<file path="config.mk">
export PLATFORM = sky130hd
export DESIGN_NAME = epct_top
export DESIGN_NICKNAME = d
export VERILOG_FILES = /design/src/include/epct_pkg.sv /design/src/core/epct_timer_core.sv /design/src/core/epct_top.sv
export SDC_FILE = /design/constraint.sdc
export NUM_CORES = 1
export LEC_CHECK = 0
export ABC_CLOCK_PERIOD_IN_PS = 2600
export BUFFER_PORTS_ARGS = -buffer_cell sky130_fd_sc_hd__buf_2
export CORE_AREA = 3 3 113 115
export CTS_BUF_LIST = sky130_fd_sc_hd__clkbuf_8
export CTS_CLUSTER_DIAMETER = 100
export CTS_CLUSTER_SIZE = 16
export DETAILED_ROUTE_END_ITERATION = 8
export DIE_AREA = 0 0 116 118
export PLACE_DENSITY_LB_ADDON = 0.08
export SLEW_MARGIN = 20
export SYNTH_ARGS = -nofsm -noshare
export SYNTH_HDL_FRONTEND = slang
export SYNTH_SLANG_ARGS = --single-unit
export TNS_END_PERCENT = 20
</file>
<file path="constraint.sdc">
create_clock -name ref_clk -period 2.6 [get_ports ref_clk]
set_input_delay 0.52 -clock ref_clk [delete_from_list [all_inputs] [get_ports ref_clk]]
set_output_delay 0.52 -clock ref_clk [all_outputs]
set_load 0.02 [all_outputs]
</file>
<file path="src/include/epct_pkg.sv">
// Constants, types and register map of the three-instance 8-bit compare timer.
// Assumes a single 10 MHz ref_clk domain and a plain synchronous register port.
package epct_pkg;

  ////////////////////////////////////////////////////////////////////////////
  // Widths and instance roles
  localparam int unsigned EPCT_ADDR_W = 4;
  localparam int unsigned EPCT_DATA_W = 8;
  localparam int unsigned EPCT_CNT_W = 8;
  localparam int unsigned EPCT_NUM_TMR = 3;
  localparam int unsigned EPCT_PRESC_W = 7;
  localparam int unsigned EPCT_NUM_SEL = 8;
  localparam int unsigned EPCT_CARRIER_INST = 1;
  localparam int unsigned EPCT_PINLESS_INST = 2;
  localparam int unsigned EPCT_NUM_PINS = 2;

  ////////////////////////////////////////////////////////////////////////////
  // Register map: per-instance block of four, then shared registers
  localparam logic [1:0] EPCT_SUB_MODE = 2'h0;
  localparam logic [1:0] EPCT_SUB_CYCLE = 2'h1;
  localparam logic [1:0] EPCT_SUB_DUTY = 2'h2;
  localparam logic [1:0] EPCT_SUB_COUNT = 2'h3;
  localparam logic [1:0] EPCT_BLK_SHARED = 2'h3;
  localparam logic [3:0] EPCT_OFS_CARRIER = 4'hC;
  localparam logic [3:0] EPCT_OFS_STATUS = 4'hD;
  localparam logic [3:0] EPCT_OFS_MASK = 4'hE;

  ////////////////////////////////////////////////////////////////////////////
  // Reset values and counter step
  localparam logic [7:0] EPCT_RST_BYTE = 8'h00;
  localparam logic [2:0] EPCT_RST_IRQ = 3'h0;
  localparam logic [7:0] EPCT_CNT_STEP = 8'h01;

  ////////////////////////////////////////////////////////////////////////////
  // Modes and comparison phase
  typedef enum logic [1:0] {
    EPCT_MODE_INTERVAL = 2'h0,
    EPCT_MODE_PWM = 2'h1,
    EPCT_MODE_CARRIER = 2'h3
  } epct_tmode_t;

  typedef enum logic {
    EPCT_PH_CYCLE = 1'b0,
    EPCT_PH_DUTY = 1'b1
  } epct_phase_t;

  // Timer mode register layout
  typedef struct packed {
    logic enable;
    logic rsv6;
    logic [1:0] mode;
    logic rsv3;
    logic [2:0] clk_sel;
  } epct_mode_reg_t;

  // Carrier control register layout; env_level is read-only
  typedef struct packed {
    logic env_level;
    logic [3:0] rsv;
    logic gate_en;
    logic carrier_mode;
    logic carrier_data;
  } epct_carrier_reg_t;

  // Configuration handed to one timer instance
  typedef struct packed {
    logic enable;
    epct_tmode_t mode;
    logic [7:0] cycle;
    logic [7:0] duty;
  } epct_tmr_cfg_t;

endpackage

</file>
<file path="src/core/epct_timer_core.sv">
// One 8-bit compare timer: up-counter, cycle and duty comparison, output flop.
// Assumes tick is a one-cycle count enable from the shared prescaler.
`timescale 1ns/10ps
`default_nettype none

module epct_timer_core #(
  parameter bit CARRIER_OK = 1'b0
) (
  input wire logic ref_clk,
  input wire logic nrst,
  input wire epct_pkg::epct_tmr_cfg_t cfg,
  input wire logic tick,
  output logic [7:0] count,
  output logic match_pulse,
  output logic tmr_out
);

  epct_pkg::epct_tmode_t mode_eff;
  epct_pkg::epct_phase_t phase;
  logic [7:0] cmp_val;
  logic hit;

  ////////////////////////////////////////////////////////////////////////////
  // Undefined or unsupported modes fall back to interval timing
  always_comb begin
    case (cfg.mode)
      epct_pkg::EPCT_MODE_PWM: mode_eff = epct_pkg::EPCT_MODE_PWM;
      epct_pkg::EPCT_MODE_CARRIER: begin
        mode_eff = CARRIER_OK ? epct_pkg::EPCT_MODE_CARRIER : epct_pkg::EPCT_MODE_INTERVAL;
      end
      default: mode_eff = epct_pkg::EPCT_MODE_INTERVAL;
    endcase
  end

  // Duty value is read live, so a rewrite takes effect at the next comparison, even within a running duty phase
  assign cmp_val = (phase == epct_pkg::EPCT_PH_DUTY) ? cfg.duty : cfg.cycle;
  assign hit = tick && (count == cmp_val);

  ////////////////////////////////////////////////////////////////////////////
  // Counter
  always_ff @(posedge ref_clk) begin
    if (!nrst || !cfg.enable) begin
      count <= '0;
    end else if (hit && (phase == epct_pkg::EPCT_PH_CYCLE ||
                         mode_eff == epct_pkg::EPCT_MODE_CARRIER)) begin
      count <= '0;
    end else if (tick) begin
      count <= count + epct_pkg::EPCT_CNT_STEP;
    end
  end

  // Comparison phase: cycle first, then duty outside interval mode, then back
  always_ff @(posedge ref_clk) begin
    if (!nrst || !cfg.enable) begin
      phase <= epct_pkg::EPCT_PH_CYCLE;
    end else if (hit) begin
      case (phase)
        epct_pkg::EPCT_PH_CYCLE: begin
          if (mode_eff != epct_pkg::EPCT_MODE_INTERVAL) begin
            phase <= epct_pkg::EPCT_PH_DUTY;
          end
        end
        default: phase <= epct_pkg::EPCT_PH_CYCLE;
      endcase
    end
  end

  // Output level and match pulse
  always_ff @(posedge ref_clk) begin
    if (!nrst || !cfg.enable) begin
      tmr_out <= 1'b0;
      match_pulse <= 1'b0;
    end else begin
      match_pulse <= hit && (phase == epct_pkg::EPCT_PH_CYCLE);
      if (hit && phase == epct_pkg::EPCT_PH_CYCLE) begin
        tmr_out <= (mode_eff == epct_pkg::EPCT_MODE_INTERVAL) ? !tmr_out : 1'b1;
      end else if (hit) begin
        tmr_out <= 1'b0;
      end
    end
  end

  ////////////////////////////////////////////////////////////////////////////
  // Checks
  AST_CYCLE_MATCH: assert property (@(posedge ref_clk) disable iff (!nrst)
    cfg.enable && hit && phase == epct_pkg::EPCT_PH_CYCLE &&
    mode_eff != epct_pkg::EPCT_MODE_INTERVAL && $stable(cfg.enable) ##0 $past(cfg.enable)
    |=> count == '0 && tmr_out && match_pulse && phase == epct_pkg::EPCT_PH_DUTY)
    else $error("cycle match did not clear, pulse and drive active");
  AST_DUTY_INACTIVE: assert property (@(posedge ref_clk) disable iff (!nrst)
    cfg.enable && hit && phase == epct_pkg::EPCT_PH_DUTY |=> cfg.enable -> !tmr_out)
    else $error("duty match did not drive inactive level");
  AST_BACK_TO_CYCLE: assert property (@(posedge ref_clk) disable iff (!nrst)
    cfg.enable && hit && phase == epct_pkg::EPCT_PH_DUTY |=> phase == epct_pkg::EPCT_PH_CYCLE)
    else $error("duty match did not return to cycle comparison");
  AST_STOP_CLEARS: assert property (@(posedge ref_clk) disable iff (!nrst)
    !cfg.enable |=> count == '0 && !tmr_out && !match_pulse)
    else $error("disabled timer not cleared");
  AST_HOLD_NO_TICK: assert property (@(posedge ref_clk) disable iff (!nrst)
    cfg.enable && !tick ##1 cfg.enable |-> $stable(count))
    else $error("counter moved without a tick");

endmodule // epct_timer_core

`default_nettype wire

</file>
<file path="src/core/epct_top.sv">
// Three 8-bit compare timers with register port, carrier gating and interrupts.
// Assumes all inputs are synchronous to ref_clk; envelope and event inputs are levels.
//
// The address-and-strobe port and the register addresses were chosen for this implementation.
`timescale 1ns/10ps
`default_nettype none

module epct_top (
  input wire logic ref_clk,
  input wire logic nrst,
  input wire logic [3:0] reg_addr,
  input wire logic [7:0] reg_wdata,
  input wire logic reg_wr,
  input wire logic reg_rd,
  output logic [7:0] reg_rdata,
  input wire logic envelope_timer_interrupt,
  input wire logic event_count_input,
  output logic [1:0] timer_output_pin,
  output logic event_count_enable,
  output logic event_count_gated,
  output logic [2:0] match_interrupt,
  output logic irq
);

  epct_pkg::epct_mode_reg_t mode_reg [epct_pkg::EPCT_NUM_TMR];
  logic [7:0] cycle_compare_reg [epct_pkg::EPCT_NUM_TMR];
  logic [7:0] duty_compare_reg [epct_pkg::EPCT_NUM_TMR];
  logic [7:0] count [epct_pkg::EPCT_NUM_TMR];
  epct_pkg::epct_tmr_cfg_t cfg [epct_pkg::EPCT_NUM_TMR];
  logic [epct_pkg::EPCT_NUM_TMR-1:0] tick;
  logic [epct_pkg::EPCT_NUM_TMR-1:0] tmr_out;
  logic [epct_pkg::EPCT_NUM_TMR-1:0] match_pulse;
  epct_pkg::epct_carrier_reg_t carrier_control_reg;
  logic [2:0] carrier_wr_bits;
  logic [2:0] int_status;
  logic [2:0] int_mask;
  logic [2:0] clr_bits;
  logic [epct_pkg::EPCT_PRESC_W-1:0] presc;
  logic [epct_pkg::EPCT_NUM_SEL-1:0] tick_vec;
  logic env_prev;
  logic env_rise;
  logic carrier_gate;
  logic next_carrier_gate;
  logic carrier_sel;
  logic carrier_pin;
  logic next_carrier_pin;
  logic [1:0] blk;
  logic [1:0] sub;
  logic [7:0] next_rdata;

  assign blk = reg_addr[3:2];
  assign sub = reg_addr[1:0];

  ////////////////////////////////////////////////////////////////////////////
  // Shared prescaler; free running so every select sees a steady rate
  always_ff @(posedge ref_clk) begin
    if (!nrst) begin
      presc <= '0;
    end else begin
      presc <= presc + {{(epct_pkg::EPCT_PRESC_W-1){1'b0}}, 1'b1};
    end
  end

  // Select k ticks once every 2^k cycles
  assign tick_vec[0] = 1'b1;
  for (genvar k = 1; k < epct_pkg::EPCT_NUM_SEL; k++) begin : g_tick
    assign tick_vec[k] = &presc[k-1:0];
  end

  ////////////////////////////////////////////////////////////////////////////
  // Per-instance registers and timer cores
  for (genvar i = 0; i < epct_pkg::EPCT_NUM_TMR; i++) begin : g_tmr
    localparam logic [1:0] BLK = 2'(i);

    // Mode, cycle and duty registers written through the register port
    always_ff @(posedge ref_clk) begin
      if (!nrst) begin
        mode_reg[i] <= epct_pkg::EPCT_RST_BYTE;
        cycle_compare_reg[i] <= epct_pkg::EPCT_RST_BYTE;
        duty_compare_reg[i] <= epct_pkg::EPCT_RST_BYTE;
      end else if (reg_wr && blk == BLK) begin
        if (sub == epct_pkg::EPCT_SUB_MODE) begin
          mode_reg[i] <= reg_wdata;
        end else if (sub == epct_pkg::EPCT_SUB_CYCLE) begin
          cycle_compare_reg[i] <= reg_wdata;
        end else if (sub == epct_pkg::EPCT_SUB_DUTY) begin
          duty_compare_reg[i] <= reg_wdata;
        end
      end
    end

    // Configuration bundle for the core
    assign cfg[i].enable = mode_reg[i].enable;
    assign cfg[i].mode = epct_pkg::epct_tmode_t'(mode_reg[i].mode);
    assign cfg[i].cycle = cycle_compare_reg[i];
    assign cfg[i].duty = duty_compare_reg[i];
    assign tick[i] = tick_vec[mode_reg[i].clk_sel];

    epct_timer_core #(
      .CARRIER_OK(i == epct_pkg::EPCT_CARRIER_INST)
    ) u_core (
      .ref_clk(ref_clk),
      .nrst(nrst),
      .cfg(cfg[i]),
      .tick(tick[i]),
      .count(count[i]),
      .match_pulse(match_pulse[i]),
      .tmr_out(tmr_out[i])
    );
  end

  assign match_interrupt = match_pulse;

  ////////////////////////////////////////////////////////////////////////////
  // Carrier control register; bit 7 reads the envelope input level
  always_ff @(posedge ref_clk) begin
    if (!nrst) begin
      carrier_wr_bits <= '0;
    end else if (reg_wr && reg_addr == epct_pkg::EPCT_OFS_CARRIER) begin
      carrier_wr_bits <= reg_wdata[2:0];
    end
  end
  // One driver for the whole register; flops and live level never share a variable
  assign carrier_control_reg = {envelope_timer_interrupt, 4'h0, carrier_wr_bits};

  ////////////////////////////////////////////////////////////////////////////
  // Envelope edge detect; data is only taken on a rising edge
  always_ff @(posedge ref_clk) begin
    if (!nrst) begin
      env_prev <= 1'b0;
    end else begin
      env_prev <= envelope_timer_interrupt;
    end
  end
  assign env_rise = envelope_timer_interrupt && !env_prev;

  // Gate opens at an envelope edge, closes at once when data is cleared
  always_comb begin
    next_carrier_gate = carrier_gate;
    if (!carrier_control_reg.carrier_data) begin
      next_carrier_gate = 1'b0;
    end else if (env_rise) begin
      next_carrier_gate = 1'b1;
    end
  end

  assign carrier_sel = (mode_reg[epct_pkg::EPCT_CARRIER_INST].mode == epct_pkg::EPCT_MODE_CARRIER);

  // Pin 1: carrier, steady high or plain timer output
  always_comb begin
    next_carrier_pin = tmr_out[epct_pkg::EPCT_CARRIER_INST];
    if (carrier_sel) begin
      if (!next_carrier_gate) begin
        next_carrier_pin = 1'b0;
      end else if (carrier_control_reg.carrier_mode) begin
        next_carrier_pin = tmr_out[epct_pkg::EPCT_CARRIER_INST];
      end else begin
        next_carrier_pin = 1'b1;
      end
    end
  end

  always_ff @(posedge ref_clk) begin
    if (!nrst) begin
      carrier_gate <= 1'b0;
      carrier_pin <= 1'b0;
    end else begin
      carrier_gate <= next_carrier_gate;
      carrier_pin <= next_carrier_pin;
    end
  end

  // Only instances 0 and 1 reach pins; instance 2 stays internal
  assign timer_output_pin[0] = tmr_out[0];
  assign timer_output_pin[1] = carrier_pin;

  ////////////////////////////////////////////////////////////////////////////
  // Pinless instance gates the event count input
  assign event_count_enable = tmr_out[epct_pkg::EPCT_PINLESS_INST];
  always_ff @(posedge ref_clk) begin
    if (!nrst) begin
      event_count_gated <= 1'b0;
    end else begin
      event_count_gated <= event_count_input &&
        (!carrier_control_reg.gate_en || tmr_out[epct_pkg::EPCT_PINLESS_INST]);
    end
  end

  ////////////////////////////////////////////////////////////////////////////
  // Interrupt status; a match in the clearing cycle survives the clear
  assign clr_bits = (reg_wr && reg_addr == epct_pkg::EPCT_OFS_STATUS) ? reg_wdata[2:0] : '0;
  always_ff @(posedge ref_clk) begin
    if (!nrst) begin
      int_status <= epct_pkg::EPCT_RST_IRQ;
    end else begin
      int_status <= (int_status & ~clr_bits) | match_pulse;
    end
  end

  // Mask register
  always_ff @(posedge ref_clk) begin
    if (!nrst) begin
      int_mask <= epct_pkg::EPCT_RST_IRQ;
    end else if (reg_wr && reg_addr == epct_pkg::EPCT_OFS_MASK) begin
      int_mask <= reg_wdata[2:0];
    end
  end

  assign irq = |(int_status & int_mask);

  ////////////////////////////////////////////////////////////////////////////
  // Read decode; unmapped addresses read as zero
  always_comb begin
    next_rdata = '0;
    if (blk != epct_pkg::EPCT_BLK_SHARED) begin
      if (sub == epct_pkg::EPCT_SUB_MODE) begin
        next_rdata = mode_reg[blk];
      end else if (sub == epct_pkg::EPCT_SUB_CYCLE) begin
        next_rdata = cycle_compare_reg[blk];
      end else if (sub == epct_pkg::EPCT_SUB_DUTY) begin
        next_rdata = duty_compare_reg[blk];
      end else begin
        next_rdata = count[blk];
      end
    end else if (reg_addr == epct_pkg::EPCT_OFS_CARRIER) begin
      next_rdata = carrier_control_reg;
    end else if (reg_addr == epct_pkg::EPCT_OFS_STATUS) begin
      next_rdata = {5'h00, int_status};
    end else if (reg_addr == epct_pkg::EPCT_OFS_MASK) begin
      next_rdata = {5'h00, int_mask};
    end
  end

  // Read data valid only in the cycle after the strobe
  always_ff @(posedge ref_clk) begin
    if (!nrst) begin
      reg_rdata <= '0;
    end else begin
      reg_rdata <= reg_rd ? next_rdata : '0;
    end
  end

  ////////////////////////////////////////////////////////////////////////////
  // Checks
  AST_MATCH_STICKY: assert property (@(posedge ref_clk) disable iff (!nrst)
    match_pulse[0] |=> int_status[0])
    else $error("match did not set its status bit");
  AST_ENABLE_START: assert property (@(posedge ref_clk) disable iff (!nrst)
    reg_wr && reg_addr == {2'h0, epct_pkg::EPCT_SUB_MODE} && !reg_wdata[7] |=>
    ##1 count[0] == '0)
    else $error("counter ran without enable");
  AST_DATA_LOW: assert property (@(posedge ref_clk) disable iff (!nrst)
    carrier_sel && !carrier_control_reg.carrier_data |=> !timer_output_pin[1])
    else $error("carrier pin not low with data clear");
  AST_STEADY_HIGH: assert property (@(posedge ref_clk) disable iff (!nrst)
    carrier_sel && env_rise && carrier_control_reg.carrier_data &&
    !carrier_control_reg.carrier_mode |=> timer_output_pin[1])
    else $error("steady high not driven at envelope edge");
  AST_CARRIER_FOLLOW: assert property (@(posedge ref_clk) disable iff (!nrst)
    carrier_sel && next_carrier_gate && carrier_control_reg.carrier_mode |=>
    timer_output_pin[1] == $past(tmr_out[1]))
    else $error("carrier pin does not follow timer 1");
  AST_EVENT_BLOCK: assert property (@(posedge ref_clk) disable iff (!nrst)
    carrier_control_reg.gate_en && !event_count_enable |=> !event_count_gated)
    else $error("event input passed while pinless timer output low");
  AST_READ_ONCE: assert property (@(posedge ref_clk) disable iff (!nrst)
    !reg_rd |=> reg_rdata == '0)
    else $error("read data outside its cycle");

endmodule // epct_top

`default_nettype wire

</file>
# After elaboration in Yosys (flattened, before gate mapping)
# Memories as Yosys holds them, arrays and structs flattened.
# Cells that the tools add are included.
# totals
reg_bits	61
ram_bits	72
inputBits	18
out_inout_bits	16
elab_cells	208
memories	3
# classes
addsub	4
order_cmp	4
n_eq_ne	18
n_mux	86
bitwise	17
n_reduce_logical	55
# memory_table
memory	words	width	read_ports	rd_ports_with_merged_regs	wr	line_no	source
cycle_compare_reg	3	8	4	0	3	epct_top.sv:26	logic [7:0] cycle_compare_reg [epct_pkg::EPCT_NUM_TMR];
duty_compare_reg	3	8	4	0	3	epct_top.sv:27	logic [7:0] duty_compare_reg [epct_pkg::EPCT_NUM_TMR];
mode_reg	3	8	4	0	3	epct_top.sv:25	epct_pkg::epct_mode_reg_t mode_reg [epct_pkg::EPCT_NUM_TMR];
# ops
op	n
two-way mux 8 bit	19
two-way mux 1 bit	59
adder 8 x 1 -> 8 bit (second input constant)	3
equality test 8 bit	3
logical AND 1 bit	17
binary-select mux 8 bit (select 2 bit)	1
equality test 2 bit (second input constant)	6
equality test 4 bit (second input constant)	3
< comparator 3 x 4 -> 1 bit (second input constant)	3
nonzero test 2 bit	6
equality test 2 x 1 -> 1 bit (second input constant)	5
logical NOT 2 bit	5
binary-select mux 1 bit (select 3 bit)	3
logical NOT 1 bit	9
two-way mux 3 bit	3
bitwise OR 1 bit	9
adder 7 x 1 -> 7 bit (second input constant)	1
logical OR 1 bit	7
AND reduction 7 bit	1
bitwise AND 3 bit	2
AND reduction 6 bit	1
OR reduction 2 bit	3
AND reduction 5 bit	1
case mux 2 bit (2 select lines)	1
10 further kinds	13

# Depth between registers and ports, before layout
# depth
word_depth	8
mapped_depth	8
ltp_nobuf	6

# By module
# Synthesis repeated with hierarchy kept, for this count alone.
# hier_totals
cells_unflattened	632
hier_area_um2	6839.1
# modules_own_cells
mod	instances	cells_each	area_each_um2	seq_area_each_um2
epct_top	1	425	4903.5	2722.6
epct_timer_core (g_tmr[0].u_core ...)	2	69	639.4	220.2
epct_timer_core (g_tmr[1].u_core)	1	69	656.9	220.2

# Worst setup path before layout
# No wires, ideal clock.
# synth_timing
path_type	in2reg
startpoint	input reg_addr[2]
endpoint	memory duty_compare_reg[0][0] (enable)
setup_ns	0.384
t_arrival_ns	2.053
required_ns	2.216
path_slack_ns	0.163
cell_stages	4
n_path_buf	2
path_cell_list	buf_2 buf_2 or3b_2 o21ai_0
# synth_rtl
item	line_no	source
start: declaration	epct_top.sv:11	input wire logic [3:0] reg_addr,
end: declaration	epct_top.sv:27	

# Final worst setup path
# layout_timing
startpoint	register presc[0] (netlist bit)
endpoint	register g_tmr[0].u_core.count[5]
# layout_between
elab_chain_len	6
elab_cells_between_ends	11
cone_classes	mux (2); reduce/logical (9)
# layout_rtl
item	line_no	source
start: declaration	epct_top.sv:38	logic [epct_pkg::EPCT_PRESC_W-1:0] presc;
start signal: assignment	epct_top.sv:60	presc <= presc + {{(epct_pkg::EPCT_PRESC_W-1){1'b0}}, 1'b1};
AND reduction 7 bit (tied with other cells)	epct_top.sv:67	assign tick_vec[k] = &presc[k-1:0];
binary-select mux 1 bit (select 3 bit) *	epct_top.sv:97	assign tick[i] = tick_vec[mode_reg[i].clk_sel];
two-way mux 1 bit (not written as such) *	epct_top.sv:97	
logical AND 1 bit	epct_timer_core.sv:37	assign hit = tick && (count == cmp_val);
logical AND 1 bit	epct_timer_core.sv:44	end else if (hit && (phase == epct_pkg::EPCT_PH_CYCLE ||
OR reduction 2 bit (no source line)	-	
end signal: assignment	epct_timer_core.sv:48	count <= count + epct_pkg::EPCT_CNT_STEP;
end: declaration	epct_timer_core.sv:13	output logic [7:0] count,
# Mark *: on every way between the ends. The rest lies on a longest branch, timed or not. The select of a mux whose other input is x is not followed.
# A chain may end at the register's enable or synchronous reset.

==> results.md <==
* Initial antenna violation count at 0
* Switching Fraction at 25.2%
* Register area at ~3400 um^2
* Layout Cell Area excl Fill at about 7900 um^2
* Final nets at about 740
* Die width at approximately 120 um
* Max VDD drop at approximately 0.47 mV
* Register bit total from synthesis at around 130
* RSZ-0062 raised after global routing: false
* Status: complete, no violations
* Fin crit share at between 90 and 100%
* DRC violation total after the first TritonRoute iteration at ~580
* Max Buffers Root-to-Sink at 2
* Diodes inserted at 0
* Top post-synthesis cells by area: edfxtp_1 30%, dfxtp_1 17%, mux2i_1 8.6%
* Logic pwr share at 9.5%
* Number of max-cap violations at 0
* EDFF count, synth at 72
* Crit end category: flop
* Hold Path Class: in -> reg
* H-tree Lvls at 4
* Worst reg2reg path depth at 6
* Part of the Yosys area used for sequential elements at 47.5%
* Synth Warn # at 0
* GRT Overall Usage at between 20% and 30%
* Clock latency on the worst-skew pair at about 0.44 ns
* Syn_nets at between 700 and 800
* Placer congestion estimate at about 0.95
* Worst R2R Setup Slack at about 0.14 ns
* Vias in the first global route at between 5000 and 6000
* Post-CTS Setup Inserts at 0
* Final WL at around 19000 um
* Hold bufs inserted after CTS at 0
* Final setup margin at around 0.14 ns
* Worst r2r src: presc[0]$_SDFF_PN0_
* Largest net degree at the start of global routing at 36
* Row count at 40
* Fin. Hold Viols at 0
* Multi-input gate area at around 3500 um^2
* Area growth, synth to finish at 10.8%
* Minimum clock period at 2.46 ns
* Post-Place Setup Slack at roughly 0.095 ns
* Synth top area share at 30.4%
* Prevailing post-synth register cell: edfxtp_1
* CTS buffer count at 17
* Pint at about 3.4 mW
* Critical path arrival at about 2.8 ns
* First-pass GRT wire length at approximately 29000 um
* Clock slew at reported path FFs at ~0.07 ns
* Final setup violation count at 0
* Clk root buf: clkbuf_8
* Fmax at slightly above 400 MHz
* Post-synth ARST share at 0%
* Leakage at 2.87 nW
* Post-cts sizing count at 0
* PortBufs at 33
* Setup TNS at 0 ns
* P_sw at roughly 1.1 mW
* Final Max Tran Viols at 0
* Post-DP Area at 7470 um^2
* WHS at 0.304 ns
* Die footprint at 13700 um^2
* Fin util at between 60% and 70%
* Clk_skew at 0.00818 ns
* Initial Util at 59.8%
* Slew HR at between 30% and 40%
* Kind of critical path: reg -> reg
* Reg power frac at approximately 52%
* Layout cells sized above 1 at between 10% and 20%
* Core box area at approximately 12000 um^2
* RR Endpoint: g_tmr[0].u_core.count[5]$_SDFFE_PP0P_
* TritonCTS clock tree: done
* Clock Power Share at 38.4%
* Pwr dens at 577 nW/um^2
* Cell Area, Synth at just over 7000 um^2
* Startpoint Class: flop
* WL per Instance at 21.4 um
* Residual DRC at 0
* Mean Syn Cell Area at 10.5 um^2
* Post-DP HPWL at between 10000 and 15000 um
* Vias at 5405
* Antenna Nets Post-Route at 0
* Drt via density at 6.18
* Die height at ~120 um
* Mapped Cells at 680
* Cell taking the most area after synthesis: edfxtp_1
* Most frequent cells in the layout: 79 x and2_1, 72 x edfxtp_1, 61 x mux2i_1, 61 x dfxtp_1, 46 x nor2_1
* I/O pin count at 34
* Critical path data required time at about 3.0 ns
* Max Fanout on Critical Path at 9
* Clock sinks at 133
* Filler instances at approximately 960
* Setup crit end: g_tmr[0].u_core.count[5]$_SDFFE_PP0P_
* Number of detailed-route iterations in the first pass at 7
* Commonest non-fill, non-tap cell in the layout: and2_1
* Unique masters post-synth at 59
* Gr ovfl total at 0
* Worst-Margin Slew at between 0.9 and 1 ns
* Worst setup startpoint: presc[0]$_SDFF_PN0_
==> final cells by class <==
type / count / share of cell area (%)
well taps: 147 / 2.33
clock buffers: 17 / 2.97
inverters: 10 / 0.476
flip-flops and latches: 133 / 42.9
multi-input cells: 492 / 44.5
clock inverters: 15 / 2.06
repair buffers: 61 / 4.76
==> worst min path at each step <==
stage | slack [ns] | cells past startpoint | to | startpoint
2_1_floorplan | 0.42 | 1 | event_count_gated$_SDFF_PN0_ | carrier_wr_bits[2]$_SDFFE_PN0P_
3_5_place_dp | 0.50 | 2 | carrier_gate$_SDFF_PN0_ | carrier_wr_bits[0]$_SDFFE_PN0P_
3_3_place_gp | 0.49 | 2 | event_count_gated$_SDFF_PN0_ | g_tmr[2].u_core.tmr_out$_SDFFE_PP0P_
6_report | 0.30 | 3 | event_count_gated$_SDFF_PN0_ | event_count_input
5_1_grt | 0.28 | 3 | event_count_gated$_SDFF_PN0_ | event_count_input
4_1_cts | 0.28 | 3 | event_count_gated$_SDFF_PN0_ | event_count_input
==> critical path, stage by stage, from the launching register on <==
cell,delay [ns]
dfxtp_1,0.49
ha_2,0.34
nand3_1,0.12
a2111oi_2,0.52
nor3_1,0.22
or4_1,0.55
a21oi_1,0.17
==> cells in the mapped netlist, types with 3 or more instances <==
master	n
a21boi_0	9
a21oi_1	34
a311oi_1	6
and2_1	79
buf_1	3
buf_2	10
buf_4	6
clkbuf_1	24
dfxtp_1	61
edfxtp_1	72
ha_1	5
inv_1	10
mux2_2	7
mux2i_1	61
mux4_2	8
nand2_1	40
nand2b_1	7
nand3_1	27
nand4_1	7
nor2_1	46
nor2b_1	7
nor3_1	10
nor3b_1	3
nor4_1	3
o211ai_1	6
o21a_1	6
o21ai_0	27
o21ba_2	3
o31ai_1	11
or3_1	7
or4_1	8
xnor2_1	18
xor2_1	16
==> power groups by stage <==
stage | combinational, mW | clock (mW) | sequential, mW
after floorplan | 0.279 | 0 | 2.39
after global placement | 0.416 | 0 | 2.41
after detailed placement | 0.426 | 0 | 2.41
after CTS | 0.428 | 1.77 | 2.37
after global routing | 0.467 | 1.88 | 2.38
final | 0.434 | 1.75 | 2.37
==> cell families after synthesis <==
| family | count (synthesis) | synth area share [%] |
|---|---|---|
| AOI/OAI and AO/OA | 115 | 11.2 |
| xor gates and xnor gates | 34 | 4.18 |
| DFF | 133 | 47.5 |
| adders and majority gates | 5 | 0.879 |
| muxes | 76 | 12.2 |
| buffers and inverters | 55 | 3.51 |
| and+or+nand+nor | 262 | 20.5 |
==> metal layers <==
layer,part of all wire (%),global-route usage (%),vias to the layer above
met2,47,41.9,232
met1,44,41.2,2624
met4,2.0,9.21,0
met5,0,0,-
li1,-,-,2523
met3,7.1,5.71,26
==> metrics by stage <==
step / std cells / total power [mW]
after floorplan: 680 / 2.67
after global placement: 843 / 2.82
after detailed placement: 843 / 2.84
after CTS: 875 / 4.56
after global routing: 875 / 4.73
final: 875 / 4.55
No activity file was read; power rests on OpenSTA's default activity.
